===== config.mk =====
export PLATFORM = sky130hd
export DESIGN_NAME = spi_clock_format_control
export DESIGN_NICKNAME = d
export VERILOG_FILES = /design/src/logic/spi_fmt_pkg.sv /design/src/logic/spi_clock_format_control.sv
export SDC_FILE = /design/constraint.sdc
export NUM_CORES = 1
export LEC_CHECK = 0
export BUFFER_PORTS_ARGS = -buffer_cell sky130_fd_sc_hd__clkbuf_2
export CORE_ASPECT_RATIO = 1.4
export CORE_MARGIN = 2
export CORE_UTILIZATION = 54
export DETAILED_ROUTE_END_ITERATION = 10
export PLACE_DENSITY = 0.83
export SYNTH_ARGS = -nofsm -noshare
export SYNTH_HDL_FRONTEND = slang
export SYNTH_SLANG_ARGS = --single-unit

===== constraint.sdc =====
create_clock -name i_clk -period 2.4 [get_ports i_clk]
set_input_delay 0.48 -clock i_clk [delete_from_list [all_inputs] [get_ports i_clk]]
set_output_delay 0.48 -clock i_clk [all_outputs]
set_load 0.005 [all_outputs]

===== src/logic/spi_fmt_pkg.sv =====
`default_nettype none
package spi_fmt_pkg;

	// register byte offsets
	localparam logic [3:0] OFS_MODE  = 4'h0;
	localparam logic [3:0] OFS_DATA  = 4'h4;
	localparam logic [3:0] OFS_FMT   = 4'h8;
	localparam logic [3:0] OFS_WCTL  = 4'hC;

	// field positions
	localparam int MODE_LSB   = 5;
	localparam int ON_BIT     = 1;
	localparam int WCOL_EN_BIT = 7;

	// values after reset
	localparam logic [2:0] MODE_RST = 3'h7;
	localparam logic [7:0] FMT_RST  = 8'h00;

	// operating modes
	localparam logic [2:0] MODE_M_DIV4  = 3'h0;
	localparam logic [2:0] MODE_M_DIV16 = 3'h1;
	localparam logic [2:0] MODE_M_DIV64 = 3'h2;
	localparam logic [2:0] MODE_M_ALT0  = 3'h3;
	localparam logic [2:0] MODE_M_ALT1  = 3'h4;
	localparam logic [2:0] MODE_SLAVE   = 3'h5;

	// divider reload values of the master serial clock; a half period lasts the value plus one system clocks
	localparam logic [5:0] HALF_DIV4  = 6'h01;
	localparam logic [5:0] HALF_DIV16 = 6'h07;
	localparam logic [5:0] HALF_DIV64 = 6'h1F;
	localparam logic [5:0] HALF_ALT   = 6'h1F;

	// index of the last capture and of the last edge of a frame, counted from zero (8 bits, 16 edges)
	localparam logic [2:0] LAST_CAP  = 3'h7;
	localparam logic [4:0] LAST_EDGE = 5'h0F;

	// clock format register layout
	typedef struct packed {
		logic [1:0] spare_bits;
		logic       idle_level_select;
		logic       capture_edge_select;
		logic       msb_first;
		logic       select_pin_on;
		logic       write_collision;
		logic       transfer_done;
	} fmt_reg_t;

endpackage
`default_nettype wire


===== src/logic/spi_clock_format_control.sv =====
// How it works
// - idle-level select 0 parks the clock high, 1 parks it low.
// - idle high, capture-edge select 0: sample data on rising clock edge.
// - idle high, capture-edge select 1: sample data on falling clock edge.
// - idle low, capture-edge select 0: sample data on falling clock edge.
// - master modes make the clock here; slave mode 101 takes the external clock.
// - interface off floats data, clock and select lines and halts activity.
`timescale 1ns/100ps
`default_nettype none
module spi_clock_format_control
(
	input  wire logic        i_clk,
	input  wire logic        i_srst,
	input  wire logic [3:0]  i_avs_address,
	input  wire logic        i_avs_read,
	input  wire logic        i_avs_write,
	input  wire logic [31:0] i_avs_writedata,
	input  wire logic [3:0]  i_avs_byteenable,
	output logic      [31:0] o_avs_readdata,
	output logic             o_avs_waitrequest,
	input  wire logic        i_sck,
	output logic             o_sck,
	output logic             o_sck_oe,
	input  wire logic        i_sdi,
	output logic             o_sdo,
	output logic             o_sdo_oe,
	input  wire logic        i_scs_n,
	output logic             o_scs_n,
	output logic             o_scs_n_oe
);

	// software-visible state
	logic [2:0]               mode_ff;
	logic                     on_ff;
	logic [7:0]               data_ff;
	spi_fmt_pkg::fmt_reg_t    fmt_ff;
	logic                     wcol_en_ff;

	// bus answer state
	logic                     ack_ff;
	logic [31:0]              rdata_ff;

	// pin synchronisers
	logic                     sck_s1_ff;
	logic                     sck_s2_ff;
	logic                     sck_s3_ff;
	logic                     sdi_s1_ff;
	logic                     sdi_s2_ff;
	logic                     scs_s1_ff;
	logic                     scs_s2_ff;

	// shifter state
	logic                     busy_ff;
	logic                     sck_ff;
	logic [5:0]               div_ff;
	logic [4:0]               edge_cnt_ff;
	logic [2:0]               cap_cnt_ff;
	logic [7:0]               tx_ff;
	logic [7:0]               rx_ff;

	// bus decode
	wire       req        = i_avs_read | i_avs_write;
	wire       wr_low     = i_avs_write & ack_ff & i_avs_byteenable[0];
	wire       wr_mode    = wr_low & (i_avs_address == spi_fmt_pkg::OFS_MODE);
	wire       wr_data    = wr_low & (i_avs_address == spi_fmt_pkg::OFS_DATA);
	wire       wr_fmt     = wr_low & (i_avs_address == spi_fmt_pkg::OFS_FMT);
	wire       wr_wctl    = wr_low & (i_avs_address == spi_fmt_pkg::OFS_WCTL);
	wire [7:0] wbyte      = i_avs_writedata[7:0];

	// mode decode
	wire       is_slave   = (mode_ff == spi_fmt_pkg::MODE_SLAVE);
	wire       is_master  = (mode_ff <= spi_fmt_pkg::MODE_M_ALT1);
	// modes 110 and 111 count as off: no shifting and every pin floating
	wire       spi_on     = on_ff & (is_master | is_slave);
	wire       idle_lvl   = ~fmt_ff.idle_level_select;
	// one xor covers all four polarity/edge pairings: equal bits mean a rising
	// capture edge, different bits a falling one
	wire       cap_rise   = ~(fmt_ff.idle_level_select ^ fmt_ff.capture_edge_select);

	// master clock divider selection; the two alternate sources are not present
	// here, so both run at the slowest rate
	// limitation: at the fastest rate a half period is only two clocks, as long as
	// the input synchroniser, so data that the far side changes on the launch edge
	// arrives too late; the slower rates leave ample margin
	logic [5:0] half_cnt;
	always_comb
	begin
		case (mode_ff)
			spi_fmt_pkg::MODE_M_DIV4:  half_cnt = spi_fmt_pkg::HALF_DIV4;
			spi_fmt_pkg::MODE_M_DIV16: half_cnt = spi_fmt_pkg::HALF_DIV16;
			spi_fmt_pkg::MODE_M_DIV64: half_cnt = spi_fmt_pkg::HALF_DIV64;
			default:                   half_cnt = spi_fmt_pkg::HALF_ALT;
		endcase
	end

	// edges of the serial clock, own in master modes, synchronised in slave
	wire       m_tick     = spi_on & is_master & busy_ff & (div_ff == 6'h00);
	wire       m_rise     = m_tick & ~sck_ff;
	wire       m_fall     = m_tick & sck_ff;
	// the select pin only counts once software has switched it on
	wire       s_sel      = ~fmt_ff.select_pin_on | ~scs_s2_ff;
	wire       s_act      = spi_on & is_slave & s_sel;
	wire       s_rise     = s_act & sck_s2_ff & ~sck_s3_ff;
	wire       s_fall     = s_act & ~sck_s2_ff & sck_s3_ff;
	wire       any_rise   = is_master ? m_rise : s_rise;
	wire       any_fall   = is_master ? m_fall : s_fall;
	wire       cap_edge   = cap_rise ? any_rise : any_fall;
	wire       lau_edge   = cap_rise ? any_fall : any_rise;

	// a launch before the first capture would drop the first bit; the frame ends
	// on the sixteenth master edge, or on the eighth capture in slave mode
	wire       do_shift   = lau_edge & (cap_cnt_ff != 3'h0);
	wire       m_done     = m_tick & (edge_cnt_ff == spi_fmt_pkg::LAST_EDGE);
	wire       s_done     = is_slave & cap_edge & (cap_cnt_ff == spi_fmt_pkg::LAST_CAP);
	wire       done       = m_done | s_done;

	// received byte including the bit captured this cycle
	wire [7:0] rx_next    = fmt_ff.msb_first ? {rx_ff[6:0], sdi_s2_ff}
	                                         : {sdi_s2_ff, rx_ff[7:1]};
	wire [7:0] tx_shift   = fmt_ff.msb_first ? {tx_ff[6:0], 1'b0} : {1'b0, tx_ff[7:1]};
	wire       rx_final   = cap_edge ? 1'b1 : 1'b0;
	wire [7:0] done_byte  = rx_final ? rx_next : rx_ff;

	// data writes start a master frame or collide with a running one; a colliding
	// write is dropped whether or not the collision flag is enabled
	wire       load_ok    = wr_data & ~busy_ff;
	wire       m_start    = load_ok & spi_on & is_master;
	wire       collide    = wr_data & busy_ff & wcol_en_ff;

	// read mux
	logic [31:0] rd_mux;
	always_comb
	begin
		case (i_avs_address)
			spi_fmt_pkg::OFS_MODE: rd_mux = {24'h000000, mode_ff, 3'h0, on_ff, 1'b0};
			spi_fmt_pkg::OFS_DATA: rd_mux = {24'h000000, data_ff};
			spi_fmt_pkg::OFS_FMT:  rd_mux = {24'h000000, fmt_ff};
			spi_fmt_pkg::OFS_WCTL: rd_mux = {24'h000000, wcol_en_ff, 7'h00};
			default:               rd_mux = 32'h00000000;
		endcase
	end

	// bus answer: one wait cycle, then the request completes; read data is taken
	// from the first request cycle so it stands while waitrequest is low
	always_ff @(posedge i_clk)
	begin
		if (i_srst)
		begin
			ack_ff   <= 1'b0;
			rdata_ff <= 32'h00000000;
		end
		else
		begin
			ack_ff   <= req & ~ack_ff;
			rdata_ff <= rd_mux;
		end
	end

	assign o_avs_waitrequest = req & ~ack_ff;
	assign o_avs_readdata    = rdata_ff;

	// pin synchronisers, third sck stage only for edge detection; select resets
	// high so a slave is not selected straight out of reset
	always_ff @(posedge i_clk)
	begin
		if (i_srst)
		begin
			sck_s1_ff <= 1'b0;
			sck_s2_ff <= 1'b0;
			sck_s3_ff <= 1'b0;
			sdi_s1_ff <= 1'b0;
			sdi_s2_ff <= 1'b0;
			scs_s1_ff <= 1'b1;
			scs_s2_ff <= 1'b1;
		end
		else
		begin
			sck_s1_ff <= i_sck;
			sck_s2_ff <= sck_s1_ff;
			sck_s3_ff <= sck_s2_ff;
			sdi_s1_ff <= i_sdi;
			sdi_s2_ff <= sdi_s1_ff;
			scs_s1_ff <= i_scs_n;
			scs_s2_ff <= scs_s1_ff;
		end
	end

	// mode and collision-control registers; format bits are not guarded here, so
	// software must set them before switching on
	always_ff @(posedge i_clk)
	begin
		if (i_srst)
		begin
			mode_ff    <= spi_fmt_pkg::MODE_RST;
			on_ff      <= 1'b0;
			wcol_en_ff <= 1'b0;
		end
		else
		begin
			if (wr_mode)
			begin
				mode_ff <= wbyte[spi_fmt_pkg::MODE_LSB +: 3];
				on_ff   <= wbyte[spi_fmt_pkg::ON_BIT];
			end
			if (wr_wctl)
				wcol_en_ff <= wbyte[spi_fmt_pkg::WCOL_EN_BIT];
		end
	end

	// clock format register; hardware set of the flags wins over a clear so an
	// event in the cycle of a clearing write is never lost; spare bits steer nothing
	always_ff @(posedge i_clk)
	begin
		if (i_srst)
			fmt_ff <= spi_fmt_pkg::fmt_reg_t'(spi_fmt_pkg::FMT_RST);
		else
		begin
			if (wr_fmt)
				fmt_ff <= spi_fmt_pkg::fmt_reg_t'(wbyte);
			if (collide)
				fmt_ff.write_collision <= 1'b1;
			if (done)
				fmt_ff.transfer_done <= 1'b1;
		end
	end

	// data register: software write when idle, received byte at frame end;
	// a frame end needs busy, so it never meets an accepted write
	always_ff @(posedge i_clk)
	begin
		if (i_srst)
			data_ff <= 8'h00;
		else if (done)
			data_ff <= done_byte;
		else if (load_ok)
			data_ff <= wbyte;
	end

	// shifter and master clock; switching off stops it at once
	always_ff @(posedge i_clk)
	begin
		if (i_srst | ~spi_on)
		begin
			busy_ff     <= 1'b0;
			sck_ff      <= idle_lvl;
			div_ff      <= 6'h00;
			edge_cnt_ff <= 5'h00;
			cap_cnt_ff  <= 3'h0;
			tx_ff       <= 8'h00;
			rx_ff       <= 8'h00;
		end
		// a slave deselected mid-frame drops the partial byte and sets no flag
		else if (is_slave & ~s_sel)
		begin
			busy_ff    <= 1'b0;
			cap_cnt_ff <= 3'h0;
		end
		else
		begin
			if (load_ok)
				tx_ff <= wbyte;
			else if (do_shift)
				tx_ff <= tx_shift;
			if (cap_edge)
			begin
				rx_ff      <= rx_next;
				cap_cnt_ff <= cap_cnt_ff + 3'h1;
			end
			if (done)
				busy_ff <= 1'b0;
			else if (m_start | (is_slave & cap_edge))
				busy_ff <= 1'b1;
			// master clock runs only while a frame is active
			if (~busy_ff | m_done)
			begin
				sck_ff      <= idle_lvl;
				div_ff      <= half_cnt;
				edge_cnt_ff <= 5'h00;
			end
			else if (is_master)
			begin
				if (m_tick)
				begin
					sck_ff      <= ~sck_ff;
					div_ff      <= half_cnt;
					edge_cnt_ff <= edge_cnt_ff + 5'h01;
				end
				else
					div_ff <= div_ff - 6'h01;
			end
		end
	end

	// pins float whenever the interface is off; left to software, since a
	// format change while on moves the idle level of the clock at once
	assign o_sck      = sck_ff;
	assign o_sck_oe   = spi_on & is_master;
	assign o_sdo      = fmt_ff.msb_first ? tx_ff[7] : tx_ff[0];
	assign o_sdo_oe   = spi_on & (is_master | s_sel);
	assign o_scs_n    = ~busy_ff;
	assign o_scs_n_oe = spi_on & is_master & fmt_ff.select_pin_on;

endmodule
`default_nettype wire


==> results.md, run 1 <==
- Status: complete, no violations
- Critical path endpoint category: flip-flop
- Post-DR vias/cell: 5.84
- Critical R2R Launch: div_ff[0]$_SDFFE_PP0P_
- Buffers on Ports: 34
- Pre-CTS setup slack: 0.270 ns
- Final hold vios: 0
- Worst path depth: 8
- Worst-path clk slew: 0.07 ns
- # setup viols final: 0
- Crit path required time: 2.61 ns
- Number of H-tree levels: 3
- Number of global-route vias before repair: 2,819
- Worst path arrival time: 2.37 ns
- Register area: 1390 um^2
- Layout cells sized above 1: 0.224
- Post-synth EDFFs: 1
- Crit path max-delay cell type: dfxtp_1
- Most common cell in the netlist: dfxtp_1
- Drt first pass iters: 4
- Pin count of the biggest net entering global routing: 31
- Detailed Place HPWL: 6110 um
- Synth Instances: 400
- Die ar.: 7450 um^2
- Yosys warnings: 0
- Max Buffers Root-to-Sink: 2
- Final period utilization: 0.898
- CTS root buffer: clkbuf_8
- Final WS setup: 0.245 ns
- Worst path top cell family by delay: compound AO/OA/AOI/OAI gates
- Starting DRT DRC Count: 160
- Post-CTS Setup Inserts: 0
- Fin. max-slew vios: 0
- Top-area cell type share of the netlist area: 0.373
- Syn_area_per_cell: 9.13 um^2
- CP Cell Sequence: inv_1 > ha_1 > and4bb_4 > nand4_1 > a32oi_4 > buf_4 > a21o_2 > a221oi_1
- Fraction of registers with async set or reset after synthesis: 0
- Die W: 73.5 um
- Synthesized area: 3650 um^2
- Multi-input gate area: 2010 um^2
- Synth top area cells: dfxtp_1 (37%), mux2i_1 (9.0%), buf_4 (5.1%), mux2_2 (4.9%), nor2_1 (4.3%)
- Skew final: 0.00824 ns
- Final Total Pwr: 2.25 mW
- Final Non-Filler Cells: 515
- Hold-fix buffers, CTS: 0
- CP Launch Point: div_ff[0]$_SDFFE_PP0P_
- DR WL/cell: 16.3 um
- Core area: 6570 um^2
- Most used flip-flop cell after synthesis: dfxtp_1
- Register area share after synthesis: 0.381
- Congestion Overflow GR: 0
- TritonCTS Buffers: 9
- Power Dens Cells: 558 nW/um^2
- Final setup TNS: 0 ns
- Crit start category: flip-flop
- Class of the most critical setup path: reg2reg
- Number of antenna violations at the first check in global routing: 0
- R2R Setup Slk: 0.24 ns
- Hold Path Depth: 2
- Number of routed nets with antenna violations: 0
- CP Buf/Inv Count: 2
- Min Hold Slack: 0.317 ns
- Netlist cell types: 56
- Synth-to-Final Area Change: 10.3%
- Fmax: 464 MHz
- Final min period: 2.16 ns
- Total Routing Usage GR: 0.233
- Design Area, Final: 4030 um^2
- Layout Nets: 490
- Crit path max fanout: 15
- Commonest cells in the netlist: dfxtp_1 (68), nor2_1 (42), nand2_1 (34)
- RSZ-0062 raised after global routing: no
- Worst skew pair latency: 0.35 ns
- Antenna cells: 0
- Via count: 3,007
- Worst reg-to-reg path cell count: 8
- Max stage delay on crit path: 0.34 ns
- Max VDD drop: 0.398 mV
- Initial Utilization: 0.556
- Maxcap violations: 0
- Crit path to: data_ff[1]$_SDFFE_PP0P_
- CTS tree: done
- PostCTS Resize Cnt: 0
- Post-Route WL: 8400 um
- DP Area: 3820 um^2
- DIE HEIGHT: 101 um
- DP Cell Count: 499
- FF-to-FF End: data_ff[1]$_SDFFE_PP0P_
- Seq cells post-synth: 69
- Fin util: 0.614
- Gpl congestion: 0.870
- # rows: 35
- Worst hold path type: in2reg
- # fillers: 559
- CTS sink cnt: 69
- Global-route wire length before repair: 13,400 um
- Area leader, netlist: dfxtp_1
- I/O Pins: 86
- Drt drc: 0
- Leak: 1.71 nW
-- worst reg2reg max path: cells and delay by family (launching register included) --
family / cells / cell delay [ns]
flip-flops: 1 / 0.34
AO/OA/AOI/OAI: 3 / 0.68
AND/OR/NAND/NOR: 2 / 0.46
adder cells (fa/ha/maj): 1 / 0.15
buffers and inverters: 2 / 0.39
-- kinds of logic (layout without fill, tap and decap cells) --
| kind of cell | after synthesis | in the layout | synth area share |
|---|---|---|---|
| compound gates | 69 | 69 | 0.145 |
| xor+xnor | 3 | 3 | 0.00719 |
| fa+ha+maj | 7 | 7 | 0.0240 |
| buf+inv | 56 | 74 | 0.0914 |
| flops | 69 | 69 | 0.381 |
| mux | 50 | 50 | 0.146 |
| other cells | 1 | 24 | 0.00103 |
| simple gates | 145 | 145 | 0.205 |
-- worst min path at each step --
stage	start	end	slack (ns)
6_report	i_scs_n	scs_s1_ff$_SDFF_PP1_	0.32
2_1_floorplan	scs_s1_ff$_SDFF_PP1_	scs_s2_ff$_SDFF_PP1_	0.39
3_3_place_gp	scs_s1_ff$_SDFF_PP1_	scs_s2_ff$_SDFF_PP1_	0.40
3_5_place_dp	scs_s1_ff$_SDFF_PP1_	scs_s2_ff$_SDFF_PP1_	0.40
5_1_grt	i_scs_n	scs_s1_ff$_SDFF_PP1_	0.33
4_1_cts	i_scs_n	scs_s1_ff$_SDFF_PP1_	0.31
-- sequential cells by signal, summed over array words and instances, names as in the netlist --
signal and count:
ack_ff 1, busy_ff 1, cap_cnt_ff 3, data_ff 8, div_ff 6, edge_cnt_ff 5, fmt_ff 8, mode_ff 3
o_avs_readdata 8, o_sck 1, on_ff 1, rx_ff 8, sck_s1_ff 1, sck_s2_ff 1, sck_s3_ff 1, scs_s1_ff 1
scs_s2_ff 1, sdi_s1_ff 1, sdi_s2_ff 1, tx_ff 8, wcol_en_ff 1
-- placed cells by master (no fill, tap or decap), drive strengths merged, types with 11 or more instances in the layout --
cell type and n:
a21oi 18, buf 16, clkbuf 47, conb 24
dfxtp 68, mux2 16, mux2i 33, nand2 35
nand3 16, nor2 42, nor2b 11, o21ai 14
-- final cells by class --
cell class | count | share of cell area
Multi-Input combinational cell | 298 | 0.500
Sequential cell | 69 | 0.345
Timing Repair Buffer | 50 | 0.0720
Clock buffer | 13 | 0.0419
Tap cell | 74 | 0.0230
Clock inverter | 3 | 0.0106
Inverter | 8 | 0.00745
-- per-layer routing --
| metal | share of wire | global-route usage | vias up |
|---|---|---|---|
| li1 | - | - | 1446 |
| met1 | 0.39 | 0.261 | 1436 |
| met2 | 0.52 | 0.387 | 95 |
| met3 | 0.041 | 0.0547 | 30 |
| met4 | 0.050 | 0.152 | 0 |
| met5 | 0 | 0 | - |
-- report_power, final --
part	total, mW	switching (mW)	internal (mW)
registers	1.16	0.00448	1.15
logic	0.0895	0.0561	0.0334
clock network	0.999	0.435	0.564
total	2.25	0.496	1.75
No activity file was read; power rests on OpenSTA's default activity.
==> inputs of run 2 (changes only) <==
--- a/config.mk
+++ b/config.mk
@@ -6,10 +6,12 @@
 export NUM_CORES = 1
 export LEC_CHECK = 0
 export BUFFER_PORTS_ARGS = -buffer_cell sky130_fd_sc_hd__clkbuf_2
+export CAP_MARGIN = 10
 export CORE_ASPECT_RATIO = 1.4
 export CORE_MARGIN = 2
 export CORE_UTILIZATION = 54
 export DETAILED_ROUTE_END_ITERATION = 10
+export MAX_ROUTING_LAYER = met4
 export PLACE_DENSITY = 0.83
 export SYNTH_ARGS = -nofsm -noshare
 export SYNTH_HDL_FRONTEND = slang
==> constraint.sdc (replaced) <==
create_clock -name i_clk -period 2.18 [get_ports i_clk]
set_input_delay 0.436 -clock i_clk [delete_from_list [all_inputs] [get_ports i_clk]]
set_output_delay 0.436 -clock i_clk [all_outputs]
set_load 0.005 [all_outputs]
==> run 2 against run 1 <==
Net effect:
- utilization rose by 1.0 points
- hold slack got worse by 0.034 ns
- routed wire length fell by 0.12%
- non-clock buffer count is 5 higher
- combinational power up 14%
- critical endpoint is now data_ff[6]$_SDFFE_PP0P_
- largest cell class unchanged
- total power up 13%
- global-route usage grew 0.60 points
- largest power group unchanged
- die area unchanged
- clock skew up 0.0053 ns
==> results.md, run 2 (same netlist as run 1, synthesis figures left out) <==
- Post-CTS Setup Inserts: 0 (unchanged)
- CTS tree: done
- Skew final: 0.0136 ns (+0.00535 ns)
- Slew HR: 0.650
- # setup viols final: 0 (unchanged)
- FF-to-FF End: data_ff[6]$_SDFFE_PP0P_
- Status: complete, no violations
- Hold Path Depth: 2 (unchanged)
- Worst reg-to-reg path cell count: 8 (unchanged)
- # fillers: 544 (-2.7%)
- DP Area: 3870 um^2 (+1.3%)
- Most frequent cells in the layout: dfxtp_1 (68), nor2_1 (42), nand2_1 (34), clkbuf_2 (34), mux2i_1 (32)
- Max stage delay on crit path: 0.34 ns (about the same)
- Layout Nets: 495 (+1.0%)
- Post-Route WL: 8390 um (-0.12%)
- Buffers on Ports: 34 (unchanged)
- Global-route wire length before repair: 13,300 um (-0.36%)
- Starting DRT DRC Count: 178 (+11%)
- Final min period: 2.09 ns (-0.0657 ns)
- Crit path max fanout: 10 (-5)
- Max VDD drop: 0.411 mV (+3.1%)
- TritonCTS Buffers: 9 (unchanged)
- DR WL/cell: 16.1 um (-1.1%)
- Gpl congestion: 0.904 (+3.9%)
- Congestion Overflow GR: 0 (unchanged)
- Core area: 6570 um^2 (unchanged)
- CP Cell Sequence: inv_1 > ha_1 > and4bb_4 > nand4_1 > a32oi_4 > buf_12 > mux2i_1 > a221oi_2
- Die ar.: 7450 um^2 (unchanged)
- DIE HEIGHT: 101 um (unchanged)
- R2R Setup Slk: 0.09 ns (-0.15 ns)
- HP Start: i_scs_n
- Total Routing Usage GR: 0.239 (+0.00604)
- Worst path arrival time: 2.30 ns (-0.07 ns)
- Crit path max-delay cell type: dfxtp_1
- # rows: 35 (unchanged)
- Detailed Place HPWL: 6210 um (+1.6%)
- Critical R2R Launch: div_ff[0]$_SDFFE_PP0P_
- Final period utilization: 0.959 (+0.0605)
- Commonest non-fill, non-tap cell in the layout: dfxtp_1
- Final hold vios: 0 (unchanged)
- Fmax: 479 MHz (+3.1%)
- Leak: 1.75 nW (+2.0%)
- Drt drc: 0 (unchanged)
- Worst hold path type: in2reg
- Design Area, Final: 4100 um^2 (+1.6%)
- CTS root buffer: clkbuf_8
- Power Dens Cells: 620 nW/um^2 (+11%)
- Class of the most critical setup path: reg2reg
- Endpoint, Worst Hold: scs_s1_ff$_SDFF_PP1_
- I/O Pins: 86 (unchanged)
- Via count: 2,994 (-0.43%)
- Number of H-tree levels: 3 (unchanged)
- Max Buffers Root-to-Sink: 2 (unchanged)
- Crit path required time: 2.39 ns (-0.22 ns)
- Number of antenna violations at the first check in global routing: 0 (unchanged)
- Fin. max-slew vios: 0 (unchanged)
- RSZ-0062 raised after global routing: no
- Final setup TNS: 0 ns (unchanged)
- Antenna cells: 0 (unchanged)
- Pin count of the biggest net entering global routing: 31 (unchanged)
- Post-DR vias/cell: 5.76 (-1.4%)
- Tightest Pin Transition: 0.525 ns
- Worst-path clk slew: 0.08 ns (about the same)
- Critical path endpoint category: flip-flop
- CTS sink cnt: 69 (unchanged)
- Maxcap violations: 0 (unchanged)
- Crit start category: flip-flop
- Number of routed nets with antenna violations: 0 (unchanged)
- Worst skew pair latency: 0.34 ns (about the same)
- Die W: 73.5 um (unchanged)
- Synth-to-Final Area Change: 12.1%
- Layout cells sized above 1: 0.238 (+0.0132)
- Hold-fix buffers, CTS: 0 (unchanged)
- Drt first pass iters: 4 (unchanged)
- Initial Utilization: 0.556 (unchanged)
- Number of global-route vias before repair: 2,878 (+2.1%)
## run 2: metrics by stage
stage	hold slack [ns]	setup slack (ns)	util	std cells	power, mW
2_1_floorplan	0.389	0.254	-	423	1.39
5_1_grt	0.285	0.00497	0.624	520	2.62
3_5_place_dp	0.400	0.132	0.589	504	1.41
6_report	0.283	0.0903	0.624	520	2.54
3_3_place_gp	0.400	0.159	0.589	504	1.40
4_1_cts	0.270	0.0964	0.623	520	2.54
## run 2: area by class of cell
| cell class | count | area (um^2) | share of cell area |
|---|---|---|---|
| clock buffer | 10 | 138 | 0.0336 |
| timing repair buffer | 55 | 340 | 0.0831 |
| tap | 74 | 92.6 | 0.0226 |
| sequential | 69 | 1390 | 0.340 |
| multi-input combinational | 298 | 2020 | 0.493 |
| clock inverter | 6 | 86.3 | 0.0211 |
| inverter | 8 | 30.0 | 0.00733 |
## run 2: worst max-delay path, delay by kind of cell (launching register included)
family	cells	cell delay [ns]
AND/OR/NAND/NOR	2	0.46
AO/OA/AOI/OAI	2	0.40
flip-flops	1	0.34
multiplexers	1	0.32
buffers and inverters	2	0.28
adder cells (fa/ha/maj)	1	0.16
## run 2: metal layers
layer | wire, um | vias to the layer above | GRT usage
met2 | 4590 | 85 | 0.413
met5 | 0 | - | -
met3 | 331 | 20 | 0.0358
met4 | 261 | 0 | 0.136
met1 | 3210 | 1437 | 0.253
li1 | - | 1452 | -
## run 2: worst max path at each step
stage / slack, ns / from / endpoint
5_1_grt: 0.005 / div_ff[0]$_SDFFE_PP0P_ / data_ff[1]$_SDFFE_PP0P_
3_3_place_gp: 0.16 / div_ff[0]$_SDFFE_PP0P_ / data_ff[2]$_SDFFE_PP0P_
4_1_cts: 0.1 / div_ff[0]$_SDFFE_PP0P_ / data_ff[5]$_SDFFE_PP0P_
3_5_place_dp: 0.13 / div_ff[0]$_SDFFE_PP0P_ / data_ff[1]$_SDFFE_PP0P_
6_report: 0.09 / div_ff[0]$_SDFFE_PP0P_ / data_ff[6]$_SDFFE_PP0P_
2_1_floorplan: 0.25 / div_ff[0]$_SDFFE_PP0P_ / data_ff[3]$_SDFFE_PP0P_
## run 2: where the power goes
part	switching (mW)	total (mW)	internal, mW
combinational	0.0634	0.102	0.0386
sequential	0.00506	1.28	1.27
clock	0.489	1.16	0.673
## run 2: what timing repair did
action                     4_1_cts  5_1_grt
hold endpoints to repair         0        0
gates resized for setup          0        1
setup endpoints to repair        0        1
